$ cat src/logic/plor_consts.svh
// Purpose: offsets, field positions, codes and reset values of the port link override bank
// Assumes: register indices are word indices; byte address is index times four
// Notes: included by the bank and its field multiplexer
`ifndef PLOR_CONSTS_SVH
`define PLOR_CONSTS_SVH

// ----------------------------------------------------------------
// register indices and byte addresses
// ----------------------------------------------------------------
`define PLOR_IDX_P4 16'hF411
`define PLOR_IDX_P3 16'hF412
`define PLOR_IDX_CFG 16'hF414
`define PLOR_IDX_STAT 16'hF415
`define PLOR_ADDR_P4 {`PLOR_IDX_P4, 2'b00}
`define PLOR_ADDR_P3 {`PLOR_IDX_P3, 2'b00}
`define PLOR_ADDR_CFG {`PLOR_IDX_CFG, 2'b00}
`define PLOR_ADDR_STAT {`PLOR_IDX_STAT, 2'b00}

// ----------------------------------------------------------------
// reset values and port 4 write mask
// ----------------------------------------------------------------
`define PLOR_RST_P4 16'h1804
`define PLOR_RST_P3 16'h1803
`define PLOR_RST_CFG 1'b1
`define PLOR_P4_WMASK 16'h7FFF

// ----------------------------------------------------------------
// control word fields
// ----------------------------------------------------------------
`define PLOR_F_SRC 15
`define PLOR_F_LINK_HI 14
`define PLOR_F_LINK_LO 13
`define PLOR_F_SPEED_HI 12
`define PLOR_F_SPEED_LO 11
`define PLOR_F_DUP_HI 10
`define PLOR_F_DUP_LO 9
`define PLOR_F_TXP_HI 8
`define PLOR_F_TXP_LO 7
`define PLOR_F_RXP_HI 6
`define PLOR_F_RXP_LO 5
`define PLOR_F_ADDR_HI 4
`define PLOR_F_ADDR_LO 0

// ----------------------------------------------------------------
// field codes
// ----------------------------------------------------------------
`define PLOR_LINK_UP 2'b01
`define PLOR_LINK_DOWN 2'b10
`define PLOR_SPEED_AUTO 2'b11
`define PLOR_DUP_FULL 2'b01
`define PLOR_DUP_HALF 2'b11
`define PLOR_PAUSE_INGRESS 2'b01
`define PLOR_PAUSE_EGRESS 2'b11
`define PLOR_PAUSE_EFF_INGRESS 2'b01
`define PLOR_PAUSE_EFF_EGRESS 2'b10

// ----------------------------------------------------------------
// link info word: link, speed, duplex, tx pause, rx pause
// ----------------------------------------------------------------
`define PLOR_INFO_IDLE 8'h00

// ----------------------------------------------------------------
// bus answers
// ----------------------------------------------------------------
`define PLOR_RESP_OKAY 2'b00
`define PLOR_RESP_SLVERR 2'b10

`endif

$ cat src/logic/plor_pkg.sv
// Purpose: types of the port link override bank
// Assumes: constants live in plor_consts.svh
// Notes: info word packs one port's effective link parameters
package plor_pkg;

    typedef logic [1:0] plor_speed_t;

    typedef struct packed {
        logic link;
        plor_speed_t speed;
        logic duplex;
        logic [1:0] tx_pause;
        logic [1:0] rx_pause;
    } plor_info_t;

endpackage : plor_pkg

$ cat src/logic/plor_link_if.sv
// Purpose: one port's link parameters between bank and field multiplexer
// Assumes: single clock, purely combinational carrier
// Notes: src drives, sink reads
`timescale 1ns/10ps
`default_nettype none

interface plor_link_if;
    logic link;
    logic [1:0] speed;
    logic duplex;
    logic [1:0] tx_pause;
    logic [1:0] rx_pause;

    modport src
    (
        output link,
        output speed,
        output duplex,
        output tx_pause,
        output rx_pause
    );

    modport sink
    (
        input link,
        input speed,
        input duplex,
        input tx_pause,
        input rx_pause
    );
endinterface : plor_link_if

`default_nettype wire

$ cat src/logic/plor_field_mux.sv
// Purpose: turn one control word and the automatic values into effective link parameters
// Assumes: control word layout as in plor_consts.svh
// Notes: combinational; the bank registers the result
`timescale 1ns/10ps
`default_nettype none
`include "plor_consts.svh"

module plor_field_mux
    import plor_pkg::*;
(
    input wire logic [15:0] ctrl,
    plor_link_if.sink auto_in,
    plor_link_if.src eff_out
);

    wire logic [1:0] link_code;
    wire logic [1:0] speed_code;
    wire logic [1:0] dup_code;
    wire logic [1:0] txp_code;
    wire logic [1:0] rxp_code;

    assign link_code = ctrl[`PLOR_F_LINK_HI:`PLOR_F_LINK_LO];
    assign speed_code = ctrl[`PLOR_F_SPEED_HI:`PLOR_F_SPEED_LO];
    assign dup_code = ctrl[`PLOR_F_DUP_HI:`PLOR_F_DUP_LO];
    assign txp_code = ctrl[`PLOR_F_TXP_HI:`PLOR_F_TXP_LO];
    assign rxp_code = ctrl[`PLOR_F_RXP_HI:`PLOR_F_RXP_LO];

    // reserved code 11 falls back to the automatic value
    assign eff_out.link = (link_code == `PLOR_LINK_UP) ? 1'b1 :
                          (link_code == `PLOR_LINK_DOWN) ? 1'b0 : auto_in.link;

    // code 10 stands for 1 Gbps, or the top rate the serial link runs
    assign eff_out.speed = (speed_code == `PLOR_SPEED_AUTO) ? auto_in.speed
                                                             : speed_code;

    assign eff_out.duplex = (dup_code == `PLOR_DUP_FULL) ? 1'b1 :
                            (dup_code == `PLOR_DUP_HALF) ? 1'b0 : auto_in.duplex;

    assign eff_out.tx_pause = (txp_code == `PLOR_PAUSE_INGRESS) ? `PLOR_PAUSE_EFF_INGRESS :
                              (txp_code == `PLOR_PAUSE_EGRESS) ? `PLOR_PAUSE_EFF_EGRESS :
                              auto_in.tx_pause;

    assign eff_out.rx_pause = (rxp_code == `PLOR_PAUSE_INGRESS) ? `PLOR_PAUSE_EFF_INGRESS :
                              (rxp_code == `PLOR_PAUSE_EGRESS) ? `PLOR_PAUSE_EFF_EGRESS :
                              auto_in.rx_pause;

endmodule : plor_field_mux

`default_nettype wire

$ cat src/logic/plor_port_link_regs.sv
// Purpose: link override registers of ports 3 and 4 behind an AXI4-Lite slave
// Assumes: automatic sources are synchronous to aclk
// Notes: one write and one read in flight; effective values registered
`timescale 1ns/10ps
`default_nettype none
`include "plor_consts.svh"

module plor_port_link_regs
    import plor_pkg::*;
(
    input wire logic aclk,
    input wire logic aresetn,
    input wire logic [31:0] s_axi_awaddr,
    input wire logic [2:0] s_axi_awprot,
    input wire logic s_axi_awvalid,
    output logic s_axi_awready,
    input wire logic [31:0] s_axi_wdata,
    input wire logic [3:0] s_axi_wstrb,
    input wire logic s_axi_wvalid,
    output logic s_axi_wready,
    output logic [1:0] s_axi_bresp,
    output logic s_axi_bvalid,
    input wire logic s_axi_bready,
    input wire logic [31:0] s_axi_araddr,
    input wire logic [2:0] s_axi_arprot,
    input wire logic s_axi_arvalid,
    output logic s_axi_arready,
    output logic [31:0] s_axi_rdata,
    output logic [1:0] s_axi_rresp,
    output logic s_axi_rvalid,
    input wire logic s_axi_rready,
    input wire logic [7:0] p3_poll_info,
    input wire logic [7:0] p3_xcvr_info,
    input wire logic [7:0] p4_sgmii_info,
    output logic [7:0] p3_eff_info,
    output logic [7:0] p4_eff_info,
    output logic [4:0] p3_phy_addr,
    output logic [4:0] p4_phy_addr,
    output logic poll_enable
);

    // ----------------------------------------------------------------
    // registers
    // ----------------------------------------------------------------
    logic [15:0] port3_link_override;
    logic [15:0] port4_link_override;
    logic poll_engine_config;

    // ----------------------------------------------------------------
    // write channel state
    // ----------------------------------------------------------------
    logic aw_held;
    logic w_held;
    logic [31:0] aw_addr_q;
    logic [15:0] w_data_q;
    logic [1:0] w_strb_q;

    wire logic aw_take;
    wire logic w_take;
    wire logic have_aw;
    wire logic have_w;
    wire logic do_write;
    wire logic [31:0] wr_addr;
    wire logic [15:0] wr_data;
    wire logic [1:0] wr_strb;
    wire logic wr_hi_zero;
    wire logic wr_hit_p3;
    wire logic wr_hit_p4;
    wire logic wr_hit_cfg;
    wire logic wr_ok;
    wire logic [15:0] next_port3;
    wire logic [15:0] next_port4;
    wire logic next_cfg;

    // lanes 2 and 3 carry nothing: registers are 16 bits
    function automatic logic [15:0] plor_merge(input logic [15:0] old_v, input logic [15:0] new_v,
                                               input logic [1:0] strb);
        plor_merge = {strb[1] ? new_v[15:8] : old_v[15:8], strb[0] ? new_v[7:0] : old_v[7:0]};
    endfunction : plor_merge

    // address and data may arrive in either order; hold whichever comes first
    assign aw_take = s_axi_awvalid & s_axi_awready;
    assign w_take = s_axi_wvalid & s_axi_wready;
    assign have_aw = aw_held | aw_take;
    assign have_w = w_held | w_take;
    assign do_write = have_aw & have_w;

    assign wr_addr = aw_held ? aw_addr_q : s_axi_awaddr;
    assign wr_data = w_held ? w_data_q : s_axi_wdata[15:0];
    assign wr_strb = w_held ? w_strb_q : s_axi_wstrb[1:0];

    assign wr_hi_zero = (wr_addr[31:18] == 14'h0000);
    assign wr_hit_p3 = wr_hi_zero & (wr_addr[17:0] == `PLOR_ADDR_P3);
    assign wr_hit_p4 = wr_hi_zero & (wr_addr[17:0] == `PLOR_ADDR_P4);
    assign wr_hit_cfg = wr_hi_zero & (wr_addr[17:0] == `PLOR_ADDR_CFG);
    assign wr_ok = wr_hit_p3 | wr_hit_p4 | wr_hit_cfg;

    assign next_port3 = plor_merge(port3_link_override, wr_data, wr_strb);
    // bit 15 of port 4 is reserved: never stored, reads zero
    assign next_port4 = plor_merge(port4_link_override, wr_data, wr_strb)
                        & `PLOR_P4_WMASK;
    assign next_cfg = wr_strb[0] ? wr_data[0] : poll_engine_config;

    always_ff @(posedge aclk)
    begin
        if (!aresetn)
        begin
            aw_held <= 1'b0;
            aw_addr_q <= 32'h0000_0000;
            s_axi_awready <= 1'b1;
        end
        else if (do_write)
        begin
            aw_held <= 1'b0;
            s_axi_awready <= 1'b0;
        end
        else if (aw_take)
        begin
            aw_held <= 1'b1;
            aw_addr_q <= s_axi_awaddr;
            s_axi_awready <= 1'b0;
        end
        else if (s_axi_bvalid && s_axi_bready)
        begin
            s_axi_awready <= 1'b1;
        end
    end

    always_ff @(posedge aclk)
    begin
        if (!aresetn)
        begin
            w_held <= 1'b0;
            w_data_q <= 16'h0000;
            w_strb_q <= 2'b00;
            s_axi_wready <= 1'b1;
        end
        else if (do_write)
        begin
            w_held <= 1'b0;
            s_axi_wready <= 1'b0;
        end
        else if (w_take)
        begin
            w_held <= 1'b1;
            w_data_q <= s_axi_wdata[15:0];
            w_strb_q <= s_axi_wstrb[1:0];
            s_axi_wready <= 1'b0;
        end
        else if (s_axi_bvalid && s_axi_bready)
        begin
            s_axi_wready <= 1'b1;
        end
    end

    always_ff @(posedge aclk)
    begin
        if (!aresetn)
        begin
            s_axi_bvalid <= 1'b0;
            s_axi_bresp <= `PLOR_RESP_OKAY;
        end
        else if (do_write)
        begin
            s_axi_bvalid <= 1'b1;
            s_axi_bresp <= wr_ok ? `PLOR_RESP_OKAY : `PLOR_RESP_SLVERR;
        end
        else if (s_axi_bready)
        begin
            s_axi_bvalid <= 1'b0;
        end
    end

    // ----------------------------------------------------------------
    // register storage
    // ----------------------------------------------------------------
    always_ff @(posedge aclk)
    begin
        if (!aresetn)
        begin
            port3_link_override <= `PLOR_RST_P3;
            port4_link_override <= `PLOR_RST_P4;
            poll_engine_config <= `PLOR_RST_CFG;
        end
        else if (do_write)
        begin
            if (wr_hit_p3)
            begin
                port3_link_override <= next_port3;
            end
            if (wr_hit_p4)
            begin
                port4_link_override <= next_port4;
            end
            if (wr_hit_cfg)
            begin
                poll_engine_config <= next_cfg;
            end
        end
    end

    // ----------------------------------------------------------------
    // automatic sources
    // ----------------------------------------------------------------
    wire logic [7:0] p3_poll_gated;
    wire logic [7:0] p3_auto;

    // polling off: no polled value is trusted; unforced fields read idle unless bit 15 picks the transceiver
    assign p3_poll_gated = poll_engine_config ? p3_poll_info : `PLOR_INFO_IDLE;
    assign p3_auto = port3_link_override[`PLOR_F_SRC] ? p3_xcvr_info
                                                        : p3_poll_gated;

    // ----------------------------------------------------------------
    // per-port field multiplexers
    // ----------------------------------------------------------------
    logic [15:0] ctrl_word [2];
    logic [7:0] auto_info [2];
    logic [7:0] eff_info [2];

    assign ctrl_word[0] = port3_link_override;
    assign ctrl_word[1] = port4_link_override;
    assign auto_info[0] = p3_auto;
    assign auto_info[1] = p4_sgmii_info;

    for (genvar gi = 0; gi < 2; gi++)
    begin : g_port
        plor_link_if auto_if();
        plor_link_if eff_if();
        plor_info_t auto_s;
        plor_info_t eff_s;

        assign auto_s = plor_info_t'(auto_info[gi]);
        assign auto_if.link = auto_s.link;
        assign auto_if.speed = auto_s.speed;
        assign auto_if.duplex = auto_s.duplex;
        assign auto_if.tx_pause = auto_s.tx_pause;
        assign auto_if.rx_pause = auto_s.rx_pause;

        plor_field_mux u_mux
        (
            .ctrl(ctrl_word[gi]),
            .auto_in(auto_if.sink),
            .eff_out(eff_if.src)
        );

        assign eff_s.link = eff_if.link;
        assign eff_s.speed = eff_if.speed;
        assign eff_s.duplex = eff_if.duplex;
        assign eff_s.tx_pause = eff_if.tx_pause;
        assign eff_s.rx_pause = eff_if.rx_pause;
        assign eff_info[gi] = eff_s;
    end

    // ----------------------------------------------------------------
    // outputs
    // ----------------------------------------------------------------
    // effective info is one cycle behind the register write; phy addresses and poll enable follow the registers directly
    always_ff @(posedge aclk)
    begin
        if (!aresetn)
        begin
            p3_eff_info <= `PLOR_INFO_IDLE;
            p4_eff_info <= `PLOR_INFO_IDLE;
        end
        else
        begin
            p3_eff_info <= eff_info[0];
            p4_eff_info <= eff_info[1];
        end
    end

    assign p3_phy_addr = port3_link_override[`PLOR_F_ADDR_HI:`PLOR_F_ADDR_LO];
    assign p4_phy_addr = port4_link_override[`PLOR_F_ADDR_HI:`PLOR_F_ADDR_LO];
    assign poll_enable = poll_engine_config;

    // ----------------------------------------------------------------
    // read channel
    // ----------------------------------------------------------------
    wire logic ar_take;
    wire logic rd_hi_zero;
    wire logic rd_hit_p3;
    wire logic rd_hit_p4;
    wire logic rd_hit_cfg;
    wire logic rd_hit_stat;
    wire logic rd_ok;
    wire logic [31:0] rd_word;

    assign ar_take = s_axi_arvalid & s_axi_arready;
    assign rd_hi_zero = (s_axi_araddr[31:18] == 14'h0000);
    assign rd_hit_p3 = rd_hi_zero & (s_axi_araddr[17:0] == `PLOR_ADDR_P3);
    assign rd_hit_p4 = rd_hi_zero & (s_axi_araddr[17:0] == `PLOR_ADDR_P4);
    assign rd_hit_cfg = rd_hi_zero & (s_axi_araddr[17:0] == `PLOR_ADDR_CFG);
    assign rd_hit_stat = rd_hi_zero & (s_axi_araddr[17:0] == `PLOR_ADDR_STAT);
    assign rd_ok = rd_hit_p3 | rd_hit_p4 | rd_hit_cfg | rd_hit_stat;

    // status shows the parameters the port is really running with
    assign rd_word = rd_hit_p3 ? {16'h0000, port3_link_override} :
                     rd_hit_p4 ? {16'h0000, port4_link_override} :
                     rd_hit_cfg ? {31'h0000_0000, poll_engine_config} :
                     rd_hit_stat ? {16'h0000, p4_eff_info, p3_eff_info} :
                     32'h0000_0000;

    always_ff @(posedge aclk)
    begin
        if (!aresetn)
        begin
            s_axi_rvalid <= 1'b0;
            s_axi_rdata <= 32'h0000_0000;
            s_axi_rresp <= `PLOR_RESP_OKAY;
            s_axi_arready <= 1'b1;
        end
        else if (ar_take)
        begin
            s_axi_arready <= 1'b0;
            s_axi_rvalid <= 1'b1;
            s_axi_rdata <= rd_word;
            s_axi_rresp <= rd_ok ? `PLOR_RESP_OKAY : `PLOR_RESP_SLVERR;
        end
        else if (s_axi_rready)
        begin
            s_axi_rvalid <= 1'b0;
            s_axi_arready <= 1'b1;
        end
    end

endmodule : plor_port_link_regs

`default_nettype wire

$ cat config.mk
export PLATFORM = sky130hd
export DESIGN_NAME = plor_port_link_regs
export DESIGN_NICKNAME = d
export VERILOG_FILES = /design/src/logic/plor_pkg.sv /design/src/logic/plor_link_if.sv /design/src/logic/plor_field_mux.sv /design/src/logic/plor_port_link_regs.sv
export VERILOG_INCLUDE_DIRS = /design/src /design/src/logic
export SDC_FILE = /design/constraint.sdc
export NUM_CORES = 1
export LEC_CHECK = 0
export ABC_AREA = 1
export BUFFER_PORTS_ARGS = -buffer_cell sky130_fd_sc_hd__buf_2
export CAP_MARGIN = 20
export CORE_MARGIN = 2
export CORE_UTILIZATION = 52
export DETAILED_ROUTE_END_ITERATION = 10
export GPL_TIMING_DRIVEN = 0
export PLACE_DENSITY = 0.82
export SETUP_SLACK_MARGIN = 0.02
export SLEW_MARGIN = 20
export SYNTH_ARGS = -nofsm -noshare
export SYNTH_HDL_FRONTEND = slang
export SYNTH_SLANG_ARGS = --single-unit
$ cat constraint.sdc
create_clock -name aclk -period 3.85 [get_ports aclk]
set_input_delay 0.385 -clock aclk [delete_from_list [all_inputs] [get_ports aclk]]
set_output_delay 0.385 -clock aclk [all_outputs]
set_load 0.03 [all_outputs]
# Yosys cells after proc, flatten, opt, wreduce, memory -nomap -nowiden
# Cells that the tools add are included.
# op_classes
n_eq_ne	25
bitwise	20
muxes	40
n_reduce_logical	19
# ops
operator	n
18-bit == test (second input constant)	7
16-bit two-way mux	5
32-bit two-way mux	1
14-bit logical NOT	2
1-bit two-way mux	23
2-bit == test (second input constant)	10
2-bit two-way mux	9
2-bit by 1-bit == test with 1-bit output (second input constant)	8
8-bit two-way mux	2
3-bit AND reduction	5
1-bit AND	11
2-bit OR reduction	5
1-bit OR	7
3-bit nonzero test	2
2-bit AND reduction	2
2-bit nonzero test	2
1-bit inverter	2
1-bit logical AND	1
# totals
input_bits	137
output_inout_bits	68
regBits	141
elab_cells	128

# Depth between registers and ports, before layout
# logic_depth
word_depth	6
depth_mapped	12
mapped_depth_nobuf	11

# Hierarchy
# From an unflattened synthesis, not the netlist that was laid out.
# unflattened
hier_cells	951
area_unflattened_um2	6346.1
# modules_own_cells
module	area_per_inst_um2	seq_area_each_um2	cells_each	instances
plor_port_link_regs	6168.4	2462.4	909	1
plor_field_mux	88.8	0.0	21	2

# Worst setup path before layout
# OpenSTA, ideal clock, no wires.
# synth_path
path_kind	register -> register
start	register s_axi_wready
end	register port4_link_override[5]
n_path_buf	1
arrival_ps	1600
setup_slack_ps	2137
synth_period_minus_slack_ps	1713
required_ps	3737
path_stages_with_launch	11
setup_ps	113
path_cell_list	dfxtp_1 > nand2_1 > nand2_1 > nand2_4 > nor2_4 > nand4_2 > inv_2 > buf_6 > nand2_1 > nand2_1 > nor2_1
# synth_via
elab_chain_len	4
# synth_lines
item	line	source
from (decl)	plor_port_link_regs.sv:20	output logic s_axi_wready,
from (signal assigned)	plor_port_link_regs.sv:136	s_axi_wready <= 1'b1;
from (signal assigned)	plor_port_link_regs.sv:141	s_axi_wready <= 1'b0;
from (signal assigned)	plor_port_link_regs.sv:148	s_axi_wready <= 1'b0;
1-bit AND	plor_port_link_regs.sv:83	assign w_take = s_axi_wvalid & s_axi_wready;
1-bit OR	plor_port_link_regs.sv:85	assign have_w = w_held | w_take;
1-bit AND	plor_port_link_regs.sv:86	assign do_write = have_aw & have_w;
3-bit AND reduction (no line)	--	
to (signal assigned)	plor_port_link_regs.sv:182	port4_link_override <= `PLOR_RST_P4;
to (signal assigned)	plor_port_link_regs.sv:193	port4_link_override <= next_port4;
to (decl)	plor_port_link_regs.sv:46	logic [15:0] port4_link_override;
# Every way passes these cells.
# A chain may end at the register's enable or synchronous reset.

# Worst setup path after layout
# layout_path
start	register aw_held
end	register port3_link_override[3]
# layout_via
elab_chain_len	4
word_cells_on_any_way	7
classes_between	eq/ne: 1; mux: 1; bitwise: 3; reduce/logical: 2
# layout_lines
item	line	source
from (decl)	plor_port_link_regs.sv:52	logic aw_held;
from (signal assigned)	plor_port_link_regs.sv:108	aw_held <= 1'b0;
from (signal assigned)	plor_port_link_regs.sv:114	aw_held <= 1'b0;
from (signal assigned)	plor_port_link_regs.sv:119	aw_held <= 1'b1;
32-bit two-way mux	plor_port_link_regs.sv:88	assign wr_addr = aw_held ? aw_addr_q : s_axi_awaddr;
18-bit == test (no line) or 14-bit logical NOT (tied branches)	--	
1-bit AND	plor_port_link_regs.sv:93	assign wr_hit_p3 = wr_hi_zero & (wr_addr[17:0] == `PLOR_ADDR_P3);
3-bit AND reduction (no line) (*)	--	
to (signal assigned)	plor_port_link_regs.sv:181	port3_link_override <= `PLOR_RST_P3;
to (signal assigned)	plor_port_link_regs.sv:189	port3_link_override <= next_port3;
to (decl)	plor_port_link_regs.sv:45	logic [15:0] port3_link_override;
# Every way passes the cells marked *; elsewhere a longest branch is shown, timed or not.

==> flow_metrics.tcl <==
set metrics [dict create \
    ys_seq_area_frac 0.406 \
    critPathArrivalTime_ns 2.22 \
    nets 1199 \
    critPathLaunch "aw_held" \
    fin_crit_sh 0.498 \
    port-buffer-count 161 \
    hold_class "input port to flip-flop" \
    vias 6467 \
    cts_setup_buffers 0 \
    syn_to_final_growth_pct 27.7 \
    syn_area_per_cell_um2 7.01 \
    diodes 0 \
    layout-drive-gt1-share 0.251 \
    critPathMaxFanout 10 \
    final_common_cell "buf_2" \
    place.gp.congestion 0.927 \
    fin_skew_ns 0.0125 \
    cts-buffers-inserted 17 \
    cts-resized-gates 0 \
    cts_tree "yes" \
    ff2ff_setup_slack_ns 1.93 \
    cp-start-kind "flip-flop" \
    clk_latency_ns 0.42 \
    yosysWarnings 0 \
    power.density_nw_per_um2 460 \
    ctsHoldBuffers 0 \
    grt_usage 0.282 \
    drv_cap 0 \
    netlist-cell-type-count 43 \
    wl_mm 17.7 \
    reg2reg_to "port3_link_override[3]" \
    critical_path_class "flip-flop to flip-flop" \
    ctsHtreeMaxLevel 4 \
    die_w_um 112 \
    total_power_mw 3.56 \
    drt-initial-drc-count 502 \
    clk_path_buf_depth 2 \
    num-fill-cells 962 \
    hold_viol_final 0 \
    worstPathBufferInverterCount 2 \
    clock_sinks 123 \
    fin_crit_ns 1.92 \
    synth_edf_count 0 \
    hold_depth 2 \
    hold_path.startpoint "p4_sgmii_info[3]" \
    rows 39 \
    ant_nets 0 \
    setup-tns-final_ns 0 \
    antenna_found_initial 0 \
    cts-root-buf "clkbuf_16" \
    grt_pass1_vias 5902 \
    dr.pass1.iters 7 \
    clkSlewWorstSetupHoldPaths_ns 0.06 \
    fmax_mhz 522 \
    cp_top_family "simple AND/OR/NAND/NOR gates" \
    via_per_inst 5.31 \
    p_leak_nw 3.80 \
    critPathRequiredTime_ns 4.15 \
    drc 0 \
    slew_headroom 0.515 \
    cp_slowest_cell "dfxtp_1" \
    overflow 0 \
    die_h_um 112 \
    start_util 0.531 \
    reg2regPathDepth 9 \
    wire_per_inst_um 14.5 \
    status "finished, final reports clean" \
    final_cell_mix "buf_2, nand2_1, nor2_1" \
    die_area_um2 12500 \
    dp_hpwl_mm 13.3 \
    synthArstFlopShare 0 \
    synth_seq_cells 123 \
    ir_drop_v 0.000344 \
    slew_viol_final 0 \
    setup_viol 0 \
    fin_util 0.679 \
    r2r-start "aw_held" \
    io_pins 205 \
    grt_pass1_wl_mm 28.3 \
    grt_max_degree 17 \
    path_cells "inv_2 -> nand3_1 -> o21ai_1 -> nand3_1 -> nor2_4 -> buf_2 -> nand4_1 -> nand2_1 -> nor2_1" \
    synthFlopType "dfxtp_1" \
    cpPeakStageDelay_ns 0.38 \
    tightest_slew_ns 0.727 \
    core_area_um2 11400 \
    end_kind "flip-flop" \
    synthCells 865 \
    hold-path-endpoint "p4_eff_info[3]" \
    crit_path_frequent_cell "nand3_1" \
    rsz0062_at_grt "false" \
    netlist_area_um2 6070 \
]
[per-layer routing]
| metal | GRT usage | share of wire | up-vias |
|---|---|---|---|
| met5 | 0 | 0 | - |
| met4 | 0.113 | 0.032 | 0 |
| met3 | 0.0632 | 0.089 | 53 |
| met2 | 0.475 | 0.46 | 334 |
| met1 | 0.352 | 0.42 | 2907 |
| li1 | - | - | 3173 |
[sequential cells by signal, summed over array words and instances (netlist names), 2 cells and up]
name	cells
port3_link_override	16
p4_eff_info	8
aw_addr_q	32
w_strb_q	2
p3_eff_info	8
w_data_q	16
s_axi_rdata	16
port4_link_override	15
[cells in the mapped netlist (3+ instances only)]
master / n / area (um2)
clkbuf_1: 27 / 101
inv_2: 3 / 11.3
inv_1: 79 / 297
buf_2: 8 / 40.0
nor2_2: 6 / 37.5
nand2_2: 3 / 18.8
a21oi_1: 61 / 305
buf_4: 29 / 218
nand2_1: 150 / 563
nor3_1: 4 / 20.0
nand3_1: 96 / 480
mux2i_1: 11 / 110
o21ai_2: 3 / 26.3
nand3b_1: 3 / 22.5
nand2_4: 4 / 45.0
buf_6: 5 / 56.3
nor2_1: 127 / 477
clkinv_1: 4 / 15.0
nand4_1: 18 / 113
or2_2: 4 / 25.0
dfxtp_1: 123 / 2460
nor2_4: 4 / 45.0
o21ai_0: 67 / 335
[cell type report]
type                            instances  area, um2  area share
Multi-Input combinational cell        602       2920       0.377
Sequential cell                       123       2460       0.318
Timing Repair Buffer                  161        806       0.104
Clock buffer                           19        443      0.0572
Buffer                                 71        423      0.0546
Inverter                               86        323      0.0417
Clock inverter                         13        190      0.0245
Tap cell                              143        179      0.0231
[report_power, final]
group,leakage [nW],switching [mW],internal [mW]
logic,2.49,0.310,0.162
registers,1.01,0.0449,1.35
clock network,0.308,0.592,1.11
[cells by family (layout without fill, tap and decap cells)]
family | count (synthesis) | count (layout) | share of synthesized area
AOI/OAI and AO/OA | 144 | 144 | 0.129
buffers and inverters | 157 | 350 | 0.123
DFF | 123 | 123 | 0.406
muxes | 11 | 11 | 0.0181
other | 1 | 18 | 0.000618
and+or+nand+nor | 429 | 429 | 0.323
[stage by stage]
stage / hold slack (ns) / cell area (um2) / std cells / setup slack [ns]
final: 0.186 / 7750 / 1218 / 1.93
after global routing: 0.202 / 7750 / 1218 / 1.81
after CTS: 0.182 / 7750 / 1218 / 1.98
after detailed placement: 0.444 / 7120 / 1186 / 1.79
after global placement: 0.439 / 7120 / 1186 / 1.83
after floorplan: 0.429 / 6130 / 882 / 2.14
[how the worst max path moves through the flow]
stage,to,slack (ns),cells past startpoint
finish,port3_link_override[3],1.93,9
global placement,s_axi_awready,1.83,4
global route,port4_link_override[7],1.81,10
floorplan,port4_link_override[5],2.14,10
CTS,port3_link_override[5],1.98,9
detailed placement,s_axi_awready,1.79,4
[worst register-to-register path, delay by kind of cell (launching register included)]
kind | cells | cell delay, ns
compound gates | 1 | 0.21
flops | 1 | 0.38
buf+inv | 2 | 0.46
simple gates | 6 | 0.77
(Power assumes the default switching activity.)
